`src/rmr_pkg.sv`:
```
// package of constants, encodings and register map for the remote mode relay io block
package rmr_pkg;
  localparam int NCH = 4;
  localparam int ADDR_W = 4;
  localparam int DATA_W = 32;
  localparam int SEL_W = 4;
  // clock rate and debounce time
  localparam int CLK_HZ = 125_000_000;
  localparam int DEB_US = 10_000;
  localparam int DEB_CYC = (CLK_HZ / 1_000_000) * DEB_US;
  // register offsets (byte addresses)
  localparam logic [ADDR_W-1:0] OFS_IN_CFG = 4'h0;
  localparam logic [ADDR_W-1:0] OFS_OUT_CFG = 4'h4;
  localparam logic [ADDR_W-1:0] OFS_CTRL_STAT = 4'h8;
  localparam logic [ADDR_W-1:0] OFS_IO_STAT = 4'hc;
  // input functions
  localparam logic [SEL_W-1:0] IN_UNUSED = 4'h0;
  localparam logic [SEL_W-1:0] IN_BOOST = 4'h1;
  localparam logic [SEL_W-1:0] IN_MACH_OK = 4'h2;
  localparam logic [SEL_W-1:0] IN_PASSKEY = 4'h3;
  localparam logic [SEL_W-1:0] IN_RUN = 4'h4;
  localparam logic [SEL_W-1:0] IN_SHUTDOWN = 4'h5;
  localparam logic [SEL_W-1:0] IN_STANDBY = 4'h6;
  localparam logic [SEL_W-1:0] IN_STARTUP = 4'h7;
  localparam logic [SEL_W-1:0] IN_STOP = 4'h8;
  // output functions
  localparam logic [SEL_W-1:0] OUT_UNUSED = 4'h0;
  localparam logic [SEL_W-1:0] OUT_BOOST = 4'h1;
  localparam logic [SEL_W-1:0] OUT_CAVITY = 4'h2;
  localparam logic [SEL_W-1:0] OUT_CTRL_ALM = 4'h3;
  localparam logic [SEL_W-1:0] OUT_HOT_RUNNER = 4'h4;
  localparam logic [SEL_W-1:0] OUT_INJ_INHIBIT = 4'h5;
  localparam logic [SEL_W-1:0] OUT_INJ_INHIBIT_EXT = 4'h6;
  localparam logic [SEL_W-1:0] OUT_PRESSURE = 4'h7;
  localparam logic [SEL_W-1:0] OUT_STOPPED = 4'h8;
  localparam logic [SEL_W-1:0] OUT_TEMP_DIST = 4'h9;
  localparam logic [SEL_W-1:0] OUT_WARN = 4'ha;
  localparam logic [SEL_W-1:0] OUT_WATER_FLOW = 4'hb;
  // reset configuration: inputs run, standby, startup, stop; outputs inhibit, disturbance, boost, unused
  localparam logic [NCH*SEL_W-1:0] IN_CFG_RST = {IN_STOP, IN_STARTUP, IN_STANDBY, IN_RUN};
  localparam logic [NCH*SEL_W-1:0] OUT_CFG_RST = {OUT_UNUSED, OUT_BOOST, OUT_TEMP_DIST, OUT_INJ_INHIBIT};
  // mode command one-hot bit positions
  localparam int CMD_W = 6;
  localparam int CMD_BOOST = 0;
  localparam int CMD_RUN = 1;
  localparam int CMD_SHUTDOWN = 2;
  localparam int CMD_STANDBY = 3;
  localparam int CMD_STARTUP = 4;
  localparam int CMD_STOP = 5;
  // controller mode encoding
  localparam int MODE_W = 3;
  localparam logic [MODE_W-1:0] MODE_STOP = 3'h0;
  localparam logic [MODE_W-1:0] MODE_RUN = 3'h1;
  localparam logic [MODE_W-1:0] MODE_STANDBY = 3'h2;
  localparam logic [MODE_W-1:0] MODE_STARTUP = 3'h3;
  localparam logic [MODE_W-1:0] MODE_SHUTDOWN = 3'h4;
  localparam logic [MODE_W-1:0] MODE_BOOST = 3'h5;
  // status register field positions
  localparam int ST_MODE_LSB = 0;
  localparam int ST_MOLD_PROT = 4;
  localparam int ST_AUTH = 5;
  localparam int ST_AUTO_STOP = 6;
  localparam int ST_MACH_OK = 7;
  localparam int IO_IN_LSB = 0;
  localparam int IO_OUT_LSB = 4;
endpackage : rmr_pkg

```
`src/rmr_relay_io.sv`:
```
// four-channel remote mode input and relay output block with configuration registers
`timescale 1ns/1ps
module rmr_relay_io #(
  parameter int NCH = rmr_pkg::NCH,
  parameter int DEB_CYC = rmr_pkg::DEB_CYC,
  parameter bit WARN_EN = 1'b1
) (
  // clock and reset
  input wire logic clk_i,
  input wire logic rstn_i,
  // register port
  input wire logic [rmr_pkg::ADDR_W-1:0] addr_i,
  input wire logic [rmr_pkg::DATA_W-1:0] wdata_i,
  input wire logic wr_i,
  input wire logic rd_i,
  output logic [rmr_pkg::DATA_W-1:0] rdata_o,
  // contact inputs, high when the pair is closed
  input wire logic [NCH-1:0] contact_i,
  // plant condition inputs from the controller
  input wire logic [rmr_pkg::MODE_W-1:0] local_mode_i,
  input wire logic local_mode_set_i,
  input wire logic alarm_stop_i,
  input wire logic cavity_alarm_i,
  input wire logic any_alarm_i,
  input wire logic hot_runner_alarm_i,
  input wire logic temp_limit_alarm_i,
  input wire logic pressure_alarm_i,
  input wire logic fatal_error_i,
  input wire logic warn_i,
  input wire logic flow_alarm_i,
  // controller state outputs
  output logic [rmr_pkg::MODE_W-1:0] mode_o,
  output logic mold_protect_o,
  output logic user_auth_o,
  // relay coils, high drives moving contact to normally-open
  output logic [NCH-1:0] relay_o
);
  localparam int SW = rmr_pkg::SEL_W;

  // per-channel function fields, software written
  logic [NCH*SW-1:0] in_cfg;
  logic [NCH*SW-1:0] out_cfg;
  logic [NCH-1:0] level;
  logic [NCH-1:0] level_q;
  logic [rmr_pkg::MODE_W-1:0] mode;
  logic auto_stopped;
  logic mold_prot;
  logic started;

  function automatic logic [SW-1:0] field(input logic [NCH*SW-1:0] cfg, input int ch);
    field = cfg[ch*SW +: SW];
  endfunction : field

  function automatic logic out_func(input logic [SW-1:0] sel, input logic [4:0] st,
                                    input logic [8:0] al);
    case (sel)
      rmr_pkg::OUT_BOOST: out_func = st[0];
      rmr_pkg::OUT_CAVITY: out_func = al[0];
      rmr_pkg::OUT_CTRL_ALM: out_func = al[1];
      rmr_pkg::OUT_HOT_RUNNER: out_func = al[2];
      rmr_pkg::OUT_INJ_INHIBIT: out_func = st[1];
      rmr_pkg::OUT_INJ_INHIBIT_EXT: out_func = st[1];
      rmr_pkg::OUT_PRESSURE: out_func = al[3];
      rmr_pkg::OUT_STOPPED: out_func = st[2];
      rmr_pkg::OUT_TEMP_DIST: out_func = al[4];
      rmr_pkg::OUT_WARN: out_func = al[5];
      rmr_pkg::OUT_WATER_FLOW: out_func = al[6];
      default: out_func = 1'b0;
    endcase
  endfunction : out_func

  // input conditioning and per-channel decode
  logic [NCH-1:0] rise;
  logic [NCH-1:0] is_mok;
  logic [NCH-1:0] is_key;
  logic [rmr_pkg::CMD_W-1:0] cmd_ch [NCH];
  genvar g;
  generate
    for (g = 0; g < NCH; g++) begin : g_in
      rmr_debounce #(.DEB_CYC(DEB_CYC)) u_deb (
        .clk_i(clk_i),
        .rstn_i(rstn_i),
        .raw_i(contact_i[g]),
        .level_o(level[g])
      );
      assign rise[g] = level[g] && !level_q[g];
      // unused selection decodes to nothing
      assign is_mok[g] = field(in_cfg, g) == rmr_pkg::IN_MACH_OK;
      assign is_key[g] = field(in_cfg, g) == rmr_pkg::IN_PASSKEY;
      assign cmd_ch[g][rmr_pkg::CMD_BOOST] = rise[g] && field(in_cfg, g) == rmr_pkg::IN_BOOST;
      assign cmd_ch[g][rmr_pkg::CMD_RUN] = rise[g] && field(in_cfg, g) == rmr_pkg::IN_RUN;
      assign cmd_ch[g][rmr_pkg::CMD_SHUTDOWN] = rise[g] && field(in_cfg, g) == rmr_pkg::IN_SHUTDOWN;
      assign cmd_ch[g][rmr_pkg::CMD_STANDBY] = rise[g] && field(in_cfg, g) == rmr_pkg::IN_STANDBY;
      assign cmd_ch[g][rmr_pkg::CMD_STARTUP] = rise[g] && field(in_cfg, g) == rmr_pkg::IN_STARTUP;
      assign cmd_ch[g][rmr_pkg::CMD_STOP] = rise[g] && field(in_cfg, g) == rmr_pkg::IN_STOP;
    end
  endgenerate

  // gather across channels
  logic [rmr_pkg::CMD_W-1:0] cmd;
  logic any_mok;
  logic mok_closed;
  logic mok_fall;
  logic key_closed;
  always_comb begin
    cmd = '0;
    any_mok = 1'b0;
    mok_closed = 1'b1;
    mok_fall = 1'b0;
    key_closed = 1'b0;
    for (int i = 0; i < NCH; i++) begin
      cmd = cmd | cmd_ch[i];
      if (is_mok[i]) begin
        any_mok = 1'b1;
        mok_closed = mok_closed & level[i];
        mok_fall = mok_fall | (level_q[i] && !level[i]);
      end
      key_closed = key_closed | (is_key[i] & level[i]);
    end
  end

  // run and startup only permitted while every machine-ready input is closed
  wire run_ok = !any_mok || mok_closed;
  wire want_run = cmd[rmr_pkg::CMD_RUN] || (local_mode_set_i && local_mode_i == rmr_pkg::MODE_RUN);
  wire want_start = cmd[rmr_pkg::CMD_STARTUP] || (local_mode_set_i && local_mode_i == rmr_pkg::MODE_STARTUP);
  wire force_stop = mok_fall || alarm_stop_i;

  // mode selection, remote or forced stop has priority, then run, then startup; local stop, standby, shutdown or boost requests lose to any remote command
  logic [rmr_pkg::MODE_W-1:0] next_mode;
  always_comb begin
    next_mode = mode;
    if (local_mode_set_i && local_mode_i != rmr_pkg::MODE_RUN && local_mode_i != rmr_pkg::MODE_STARTUP) begin
      next_mode = local_mode_i;
    end
    if (cmd[rmr_pkg::CMD_BOOST]) begin
      next_mode = rmr_pkg::MODE_BOOST;
    end
    if (cmd[rmr_pkg::CMD_STANDBY]) begin
      next_mode = rmr_pkg::MODE_STANDBY;
    end
    if (cmd[rmr_pkg::CMD_SHUTDOWN]) begin
      next_mode = rmr_pkg::MODE_SHUTDOWN;
    end
    if (want_start && run_ok) begin
      next_mode = rmr_pkg::MODE_STARTUP;
    end
    if (want_run && run_ok) begin
      next_mode = rmr_pkg::MODE_RUN;
    end
    if (cmd[rmr_pkg::CMD_STOP] || force_stop) begin
      next_mode = rmr_pkg::MODE_STOP;
    end
  end

  // stopped flag: set only by an alarm-driven stop, cleared on leaving stop
  wire manual_stop = cmd[rmr_pkg::CMD_STOP] || (local_mode_set_i && local_mode_i == rmr_pkg::MODE_STOP);
  wire next_auto_stopped = alarm_stop_i ? 1'b1 :
                           (manual_stop || next_mode != rmr_pkg::MODE_STOP) ? 1'b0 : auto_stopped;
  wire next_mold_prot = mok_fall ? 1'b1 : (next_mode != rmr_pkg::MODE_STOP) ? 1'b0 : mold_prot;
  // idle until run has been reached; back to idle when stop or shutdown
  wire next_started = (next_mode == rmr_pkg::MODE_RUN) ? 1'b1 :
                      (next_mode == rmr_pkg::MODE_STOP || next_mode == rmr_pkg::MODE_SHUTDOWN) ? 1'b0 : started;

  // output function sources
  wire inj_inhibit = !started || temp_limit_alarm_i;
  wire [4:0] st_vec = {2'b00, auto_stopped, inj_inhibit, mode == rmr_pkg::MODE_BOOST};
  wire [8:0] al_vec = {2'b00, flow_alarm_i, warn_i & WARN_EN, fatal_error_i, pressure_alarm_i,
                       hot_runner_alarm_i, any_alarm_i, cavity_alarm_i};
  logic [NCH-1:0] next_relay;
  generate
    for (g = 0; g < NCH; g++) begin : g_out
      assign next_relay[g] = out_func(field(out_cfg, g), st_vec, al_vec);
    end
  endgenerate

  // register decode
  wire wr_in = wr_i && addr_i == rmr_pkg::OFS_IN_CFG;
  wire wr_out = wr_i && addr_i == rmr_pkg::OFS_OUT_CFG;
  logic [rmr_pkg::DATA_W-1:0] stat_word;
  logic [rmr_pkg::DATA_W-1:0] io_word;
  logic [rmr_pkg::DATA_W-1:0] rd_mux;
  always_comb begin
    stat_word = '0;
    stat_word[rmr_pkg::ST_MODE_LSB +: rmr_pkg::MODE_W] = mode;
    stat_word[rmr_pkg::ST_MOLD_PROT] = mold_prot;
    stat_word[rmr_pkg::ST_AUTH] = user_auth_o;
    stat_word[rmr_pkg::ST_AUTO_STOP] = auto_stopped;
    stat_word[rmr_pkg::ST_MACH_OK] = run_ok;
    io_word = '0;
    io_word[rmr_pkg::IO_IN_LSB +: NCH] = level;
    io_word[rmr_pkg::IO_OUT_LSB +: NCH] = relay_o;
    case (addr_i)
      rmr_pkg::OFS_IN_CFG: rd_mux = rmr_pkg::DATA_W'(in_cfg);
      rmr_pkg::OFS_OUT_CFG: rd_mux = rmr_pkg::DATA_W'(out_cfg);
      rmr_pkg::OFS_CTRL_STAT: rd_mux = stat_word;
      rmr_pkg::OFS_IO_STAT: rd_mux = io_word;
      default: rd_mux = '0;
    endcase
  end

  always_ff @(posedge clk_i) begin
    if (!rstn_i) begin
      in_cfg <= rmr_pkg::IN_CFG_RST;
      out_cfg <= rmr_pkg::OUT_CFG_RST;
      level_q <= '0;
      mode <= rmr_pkg::MODE_STOP;
      auto_stopped <= 1'b0;
      mold_prot <= 1'b0;
      started <= 1'b0;
      relay_o <= '0;
      mode_o <= rmr_pkg::MODE_STOP;
      mold_protect_o <= 1'b0;
      user_auth_o <= 1'b0;
      rdata_o <= '0;
    end else begin
      if (wr_in) begin
        in_cfg <= wdata_i[NCH*SW-1:0];
      end
      if (wr_out) begin
        out_cfg <= wdata_i[NCH*SW-1:0];
      end
      level_q <= level;
      mode <= next_mode;
      auto_stopped <= next_auto_stopped;
      mold_prot <= next_mold_prot;
      started <= next_started;
      relay_o <= next_relay;
      mode_o <= next_mode;
      mold_protect_o <= next_mold_prot;
      user_auth_o <= key_closed;
      rdata_o <= rd_i ? rd_mux : '0;
    end
  end
endmodule : rmr_relay_io

```
`src/rmr_debounce.sv`:
```
// two-stage synchroniser plus stable-count debouncer for one contact input
`timescale 1ns/1ps
module rmr_debounce #(
  parameter int DEB_CYC = rmr_pkg::DEB_CYC
) (
  // clock and reset
  input wire logic clk_i,
  input wire logic rstn_i,
  // raw contact, high when closed
  input wire logic raw_i,
  // debounced level
  output logic level_o
);
  localparam int CW = $clog2(DEB_CYC + 1);
  localparam logic [CW-1:0] CNT_MAX = CW'(DEB_CYC);
  logic sync_a;
  logic sync_b;
  logic [CW-1:0] cnt;
  wire differs = sync_b != level_o;
  wire settled = cnt == CNT_MAX;
  wire [CW-1:0] next_cnt = differs ? cnt + CW'(1) : '0;
  always_ff @(posedge clk_i) begin
    if (!rstn_i) begin
      sync_a <= 1'b0;
      sync_b <= 1'b0;
      cnt <= '0;
      level_o <= 1'b0;
    end else begin
      sync_a <= raw_i;
      sync_b <= sync_a;
      cnt <= settled ? '0 : next_cnt;
      if (differs && settled) begin
        level_o <= sync_b;
      end
    end
  end
endmodule : rmr_debounce

```
`config.mk`:
```
export PLATFORM = sky130hd
export DESIGN_NAME = rmr_relay_io
export DESIGN_NICKNAME = d
export VERILOG_FILES = /design/src/rmr_pkg.sv /design/src/rmr_relay_io.sv /design/src/rmr_debounce.sv
export SDC_FILE = /design/constraint.sdc
export NUM_CORES = 1
export LEC_CHECK = 0
export BUFFER_PORTS_ARGS = -buffer_cell sky130_fd_sc_hd__buf_2
export CORE_ASPECT_RATIO = 0.9
export CORE_UTILIZATION = 55
export DETAILED_ROUTE_END_ITERATION = 10
export GPL_TIMING_DRIVEN = 1
export PLACE_DENSITY = 0.75
export SYNTH_ARGS = -nofsm -noshare
export SYNTH_HDL_FRONTEND = slang
export SYNTH_HIERARCHICAL = 1
export SYNTH_SLANG_ARGS = --single-unit
```
`constraint.sdc`:
```
create_clock -name clk_i -period 2.8 [get_ports clk_i]
set_input_delay 0.7 -clock clk_i [delete_from_list [all_inputs] [get_ports clk_i]]
set_output_delay 0.7 -clock clk_i [all_outputs]
set_load 0.01 [all_outputs]
```
; ---- Word level (Yosys, flattened, before mapping)
; Index checks and enable logic that the tools add are counted.
[word_totals]
rom_bits = 0
n_memories = 0
wordCells = 255
latchBits = 0
ramBits = 0
in_bits = 57
register_bits = 175
out_inout_bits = 41
[op_classes]
order_cmp = 0
n_mul = 0
n_div = 0
reduce_logical = 80
n_bitwise = 21
eq_ne = 94
muxes = 30
n_addsub = 4
shift = 0
[ops]
columns = cell, count
row1 = 4-bit by 3-bit == test with 1-bit output (second input constant), 33
row2 = 4-bit == test (second input constant), 22
row3 = 21-bit by 1-bit adder with 21-bit output (second input constant), 4
row4 = 21-bit == test (second input constant), 4
row5 = 4-bit by 2-bit == test with 1-bit output (second input constant), 16
row6 = 16-bit case mux with 4 select lines, 1
row7 = 1-bit logical AND, 45
row8 = 1-bit case mux with 10 select lines, 4
row9 = 4-bit by 1-bit == test with 1-bit output (second input constant), 8
row10 = 3-bit 2-to-1 mux, 7
row11 = 1-bit 2-to-1 mux, 18
row12 = 6-bit bitwise OR, 3
row13 = 3-bit OR reduction, 4
row14 = 1-bit logical NOT, 10
row15 = 1-bit logical OR, 9
row16 = 2-bit OR reduction, 4
row17 = 1-bit bitwise AND, 7
row18 = 3-bit by 1-bit == test with 1-bit output (second input constant), 2
row19 = 3-bit == test (second input constant), 2
row20 = 3-bit logical NOT, 2
row21 = 1-bit bitwise OR, 6
row22 = 2-bit nonzero test, 3
row23 = 1-bit NOT, 5
row24 = 4-bit logical NOT, 1
row25 = 6 further kinds, 9

; ---- Longest topological paths before layout
[logic_depth]
depth_word = 17
depth_mapped = 9
depth_no_buf = 6

; ---- By module
; Netlist, hierarchy kept.
[by_module_without_submodules]
columns = module, n_inst, area_per_inst_um2, cells_each, seq_area_each_um2
row1 = rmr_relay_io, 1, 3499.6, 429, 1261.2
row2 = rmr_debounce at g_in[0].u_deb ..., 3, 1143.6, 125, 480.5
row3 = rmr_debounce at g_in[2].u_deb, 1, 1131.1, 124, 480.5

; ---- Least setup slack after synthesis
; Ideal clock, no wire load.
[synth_path]
path_type = input port to flip-flop
from = input addr_i[1] in the netlist's numbering
to = register out_cfg[1]
stages = 9
n_path_buf = 4
setup_slack_ps = 659
arrival_ps = 2071
cell_sequence = or2_1 -> clkbuf_1 -> nor2b_1 -> buf_2 -> and2_1 -> clkbuf_1 -> buf_2 -> nand2_1 -> a21oi_1
[synth_between]
elab_chain_len = 2
[synth_lines]
columns = element, line_no
row1 = start: declaration, rmr_relay_io.sv:12  ; input wire logic [rmr_pkg::ADDR_W-1:0] addr_i,
row2 = 4-bit by 3-bit == test with 1-bit output, rmr_relay_io.sv:178  ; wire wr_out = wr_i && addr_i == rmr_pkg::OFS_OUT_CFG;
row3 = 1-bit logical AND, rmr_relay_io.sv:178
row4 = end signal: assignment, rmr_relay_io.sv:204  ; out_cfg <= rmr_pkg::OUT_CFG_RST;
row5 = end signal: assignment, rmr_relay_io.sv:220  ; out_cfg <= wdata_i[NCH*SW-1:0];
row6 = end: declaration, rmr_relay_io.sv:42  ; logic [NCH*SW-1:0] out_cfg;
; Every way passes these cells.
; A chain may end at the register's enable or synchronous reset.

; ---- Worst setup path after layout
[layout_path]
from = register in_cfg[6]
to = register mold_prot
[layout_between]
elab_chain_len = 13
elab_cells_between_ends = 46
classes_between = 7 x eq/ne / 16 x mux / 7 x bitwise / 16 x reduce/logical
[layout_lines]
columns = element, line_no
row1 = start: declaration, rmr_relay_io.sv:41  ; logic [NCH*SW-1:0] in_cfg;
row2 = start signal: assignment, rmr_relay_io.sv:203  ; in_cfg <= rmr_pkg::IN_CFG_RST;
row3 = start signal: assignment, rmr_relay_io.sv:217  ; in_cfg <= wdata_i[NCH*SW-1:0];
row4 = 4-bit by 1-bit == test with 1-bit output or 4-bit by 2-bit == test with 1-bit output (tied branches), "rmr_relay_io.sv:90, rmr_relay_io.sv:88"
row5 = 1-bit logical AND or 1-bit 2-to-1 mux (tied branches), "rmr_relay_io.sv:90, rmr_relay_io.sv:113"
row6 = 6-bit bitwise OR or 1-bit bitwise AND (tied branches), "rmr_relay_io.sv:112, rmr_relay_io.sv:115"
row7 = 6-bit bitwise OR or 1-bit 2-to-1 mux (tied branches), "rmr_relay_io.sv:112, rmr_relay_io.sv:113"
row8 = 6-bit bitwise OR or 1-bit bitwise AND (tied branches), "rmr_relay_io.sv:112, rmr_relay_io.sv:115"
row9 = 3-bit 2-to-1 mux or 1-bit 2-to-1 mux (tied branches), "rmr_relay_io.sv:135, rmr_relay_io.sv:113"
row10 = 3-bit 2-to-1 mux or 1-bit logical OR (tied branches), "rmr_relay_io.sv:138, rmr_relay_io.sv:123"
row11 = 3-bit 2-to-1 mux or 1-bit logical AND (tied branches), "rmr_relay_io.sv:141, rmr_relay_io.sv:144"
row12 = 3-bit 2-to-1 mux, rmr_relay_io.sv:144  ; if (want_start && run_ok) begin
row13 = 3-bit 2-to-1 mux, rmr_relay_io.sv:147  ; if (want_run && run_ok) begin
row14 = 3-bit 2-to-1 mux, rmr_relay_io.sv:150  ; if (cmd[rmr_pkg::CMD_STOP] || force_stop) begin
row15 = 3-bit nonzero test, rmr_relay_io.sv:159  ; wire next_mold_prot = mok_fall ? 1'b1 : (next_mode != rmr_pkg::MODE_STOP) ? 1'b0 : mold_prot;
row16 = 2-bit nonzero test (no source line), -
row17 = end signal: assignment, rmr_relay_io.sv:225  ; mold_prot <= next_mold_prot;
row18 = end: declaration, rmr_relay_io.sv:47  ; logic mold_prot;
; Several ways; a longest one is shown, not always the timed one.

==> run summary <==
stages on the worst setup path: 6
sequential-to-total area share from yosys stat: 39.5%
Routed WL: 18300 µm
pwr/cell area: 522 nW/µm²
CP cell instances: and4bb_4 > a32o_1 > or3_4 > nor3b_2 > o31ai_1 > a41o_1
PostCTS Resize Cnt: 0
die width: 130 µm
core footprint: 14200 µm²
P_leak: 3.22 nW
status: complete, no violations
yosys warns: 6
final setup skew: 0.00863 ns
worst-skew pair later-pin latency: 0.42 ns
initial antenna violation count: 0
Critical Path Slowest Stage Cell: dfxtp_1
vias: 6847
# setup viols final: 0
type of origin of the critical path: register
Pre-antenna DRT Iters: 5
global-route usage over all layers: 25.1%
wire per inst: 15.5 µm
fraction of layout cells with a size suffix above 1: 15.9%
largest net degree at the start of global routing: 27
worst ir drop on vdd: 437 µV
library cells used by synthesis: 79
Sink Count: 159
reg2reg end: mold_prot$_SDFFE_PN0P_
# Post-CTS Setup Buffers: 0
Final Net Count: 1041
Max Freq: 0.481 GHz
Worst Path Required: 3.11 ns
number of synthesized flops with an enable pin: 0
TNS Setup: 0 ns
crit share post-route: 74.3%
Gate Count Post-Synth: 928
Yosys reg bits: 159
worst r2r src: in_cfg[6]$_SDFFE_PN1P_
Hold Crit Class: register to register
placed insts: 1150
Syn Area/Cell: 8.69 µm²
pin slew with the least headroom to its limit: 0.588 ns
R2R Setup Slk: 0.72 ns
Critical Path Start: in_cfg[6]$_SDFFE_PN1P_
DRC: 0
most frequent cells in the layout: dfxtp_1 (159), nand2_1 (110), nor2_1 (88)
dpl cell area: 8400 µm²
slew margin rel.: 60.8%
Clock Path Buffers: 2
cts bufs inserted: 17
Final ANT Viol Nets: 0
Port-buffer cells: 65
WP buf/inv: 0
Worst Reg2Reg Path Length in Cells: 6
Most used DFF post-synth: dfxtp_1
fin crit period: 2.08 ns
Rows: 41
cts hold-fix bufs: 0
root buffer cell: clkbuf_16
cell area after synthesis: 8060 µm²
critical path class: register to register
Post-DP HPWL: 13000 µm
via/cell ratio: 5.80
Overflow after GRT: 0
Worst path max stage delay: 0.41 ns
first-pass GRT wire length: 30000 µm
fin. max-slew vios: 0
Placer Congestion: 0.921
Fill cells: 1281
commonest non-fill, non-tap cell in the layout: dfxtp_1
RSZ-0062 raised after global routing: false
Post-synth ARST share: 0%
number of hold violations in the final report: 0
CTS tree: built
clk slew on worst S/H paths: 0.06 ns
family with the most delay on the worst path: simple AND/OR/NAND/NOR gates
FF+latch area: 3180 µm²
area growth from synthesis to layout: 11.2%
worst setup path endpoint: mold_prot$_SDFFE_PN0P_
number of diodes: 0
Ports: 98
Post-Layout Cell Count: 1181
Max Cap Viol: 0
fin area: 8960 µm²
Initial Util: 56.9%
Multi-input gate area: 4450 µm²
Critical Path Sink Type: register
H-tree levels: 4
Die H: 117 µm
Worst EP arrival: 2.39 ns
crit path max fanout: 7
number of global-route vias before repair: 6093
DRT iter0 DRCs: 614
Die Footprint: 15100 µm²
[worst min-delay path by stage]
| stage | startpoint | endpoint | slack [ns] | cells after the start |
|---|---|---|---|---|
| 2_1_floorplan | g_in[0].u_deb/sync_a$_SDFF_PN0_ | g_in[0].u_deb/sync_b$_SDFF_PN0_ | 0.41 | 1 |
| 3_3_place_gp | g_in[1].u_deb/sync_a$_SDFF_PN0_ | g_in[1].u_deb/sync_b$_SDFF_PN0_ | 0.42 | 1 |
| 3_5_place_dp | g_in[2].u_deb/sync_a$_SDFF_PN0_ | g_in[2].u_deb/sync_b$_SDFF_PN0_ | 0.42 | 1 |
| 4_1_cts | g_in[1].u_deb/sync_a$_SDFF_PN0_ | g_in[1].u_deb/sync_b$_SDFF_PN0_ | 0.44 | 1 |
| 5_1_grt | g_in[0].u_deb/sync_a$_SDFF_PN0_ | g_in[0].u_deb/sync_b$_SDFF_PN0_ | 0.45 | 1 |
| 6_report | g_in[3].u_deb/sync_a$_SDFF_PN0_ | g_in[3].u_deb/sync_b$_SDFF_PN0_ | 0.44 | 1 |
[report_power, final]
| part | internal [mW] | leakage (nW) | switching, mW |
|---|---|---|---|
| clock network | 1.28 | 0.278 | 0.870 |
| registers | 2.29 | 1.29 | 0.0313 |
| logic | 0.0876 | 1.66 | 0.121 |
| total | 3.66 | 3.22 | 1.02 |
[Yosys cell counts (all sizes together), types with 5 or more instances]
master,number,area share (%)
mux2,8,1.1
nor3b,6,0.81
clkbuf,20,0.93
or4,21,2.1
nand3,53,3.3
and2,20,1.6
nor2b,9,0.70
o21ai,17,1.1
xor2,41,4.5
nand2,110,5.1
or3,9,0.76
a21oi,57,3.7
nor4b,15,1.6
dfxtp,159,39
xnor2,12,1.3
nand2b,6,0.47
o211ai,5,0.47
buf,45,3.9
nor4bb,7,0.87
or2,6,0.47
o21a,10,1.0
and4,12,1.3
nand4b,7,1.5
ha,8,1.2
inv,24,1.1
o31ai,22,2.0
and3,8,0.67
nand4,34,2.7
nor3,17,1.3
a211oi,14,1.4
nor2,88,4.1
a22oi,17,1.6
[stage by stage]
step                      power [mW]  setup WS [ns]  hold slack [ns]  utilization (%)
after floorplan                 2.50          0.659            0.412                -
after global placement          2.57          0.505            0.422             59.3
final                           4.68          0.720            0.436             63.3
after CTS                       4.72          0.749            0.441             63.3
after detailed placement        2.57          0.474            0.423             59.3
after global routing            4.84          0.631            0.455             63.3
[flip-flops by register name, indices dropped and copies added (netlist names)]
signal              cells
relay_o                 4
user_auth_o             1
in_cfg                 16
g_in.u_deb/sync_a       4
mode                    3
mold_prot               1
started                 1
out_cfg                16
g_in.u_deb/cnt         84
g_in.u_deb/sync_b       4
auto_stopped            1
level_q                 4
g_in.u_deb/level_o      4
rdata_o                16
[worst reg2reg max path: cells and delay by family (launching register included)]
kind	cells	cell delay, ns
compound gates	3	0.64
flops	1	0.41
simple gates	3	0.91
[cells by family after synthesis]
| family | after synthesis | synth area share, % |
|---|---|---|
| mux | 16 | 2.73 |
| compound gates | 161 | 13.6 |
| simple gates | 440 | 31.2 |
| xor+xnor | 53 | 5.76 |
| buf+inv | 90 | 5.98 |
| other cells | 1 | 0.0465 |
| fa+ha+maj | 8 | 1.24 |
| flops | 159 | 39.5 |
[cell type report]
| class | count | area share, % |
|---|---|---|
| clock inverter | 10 | 0.991 |
| timing repair buffer | 79 | 4.80 |
| multi-input combinational | 694 | 49.7 |
| inverter | 25 | 1.05 |
| sequential | 159 | 35.5 |
| tap | 193 | 2.69 |
| clock buffer | 21 | 5.25 |
[routing by layer]
| metal | share of wire, % | wire (µm) | GRT usage (%) |
|---|---|---|---|
| met5 | 0 | 0 | 0 |
| met1 | 46 | 8470 | 33.9 |
| met3 | 6.1 | 1120 | 6.00 |
| met4 | 1.5 | 272 | 8.53 |
| met2 | 46 | 8410 | 39.4 |
(Power assumes the default switching activity.)
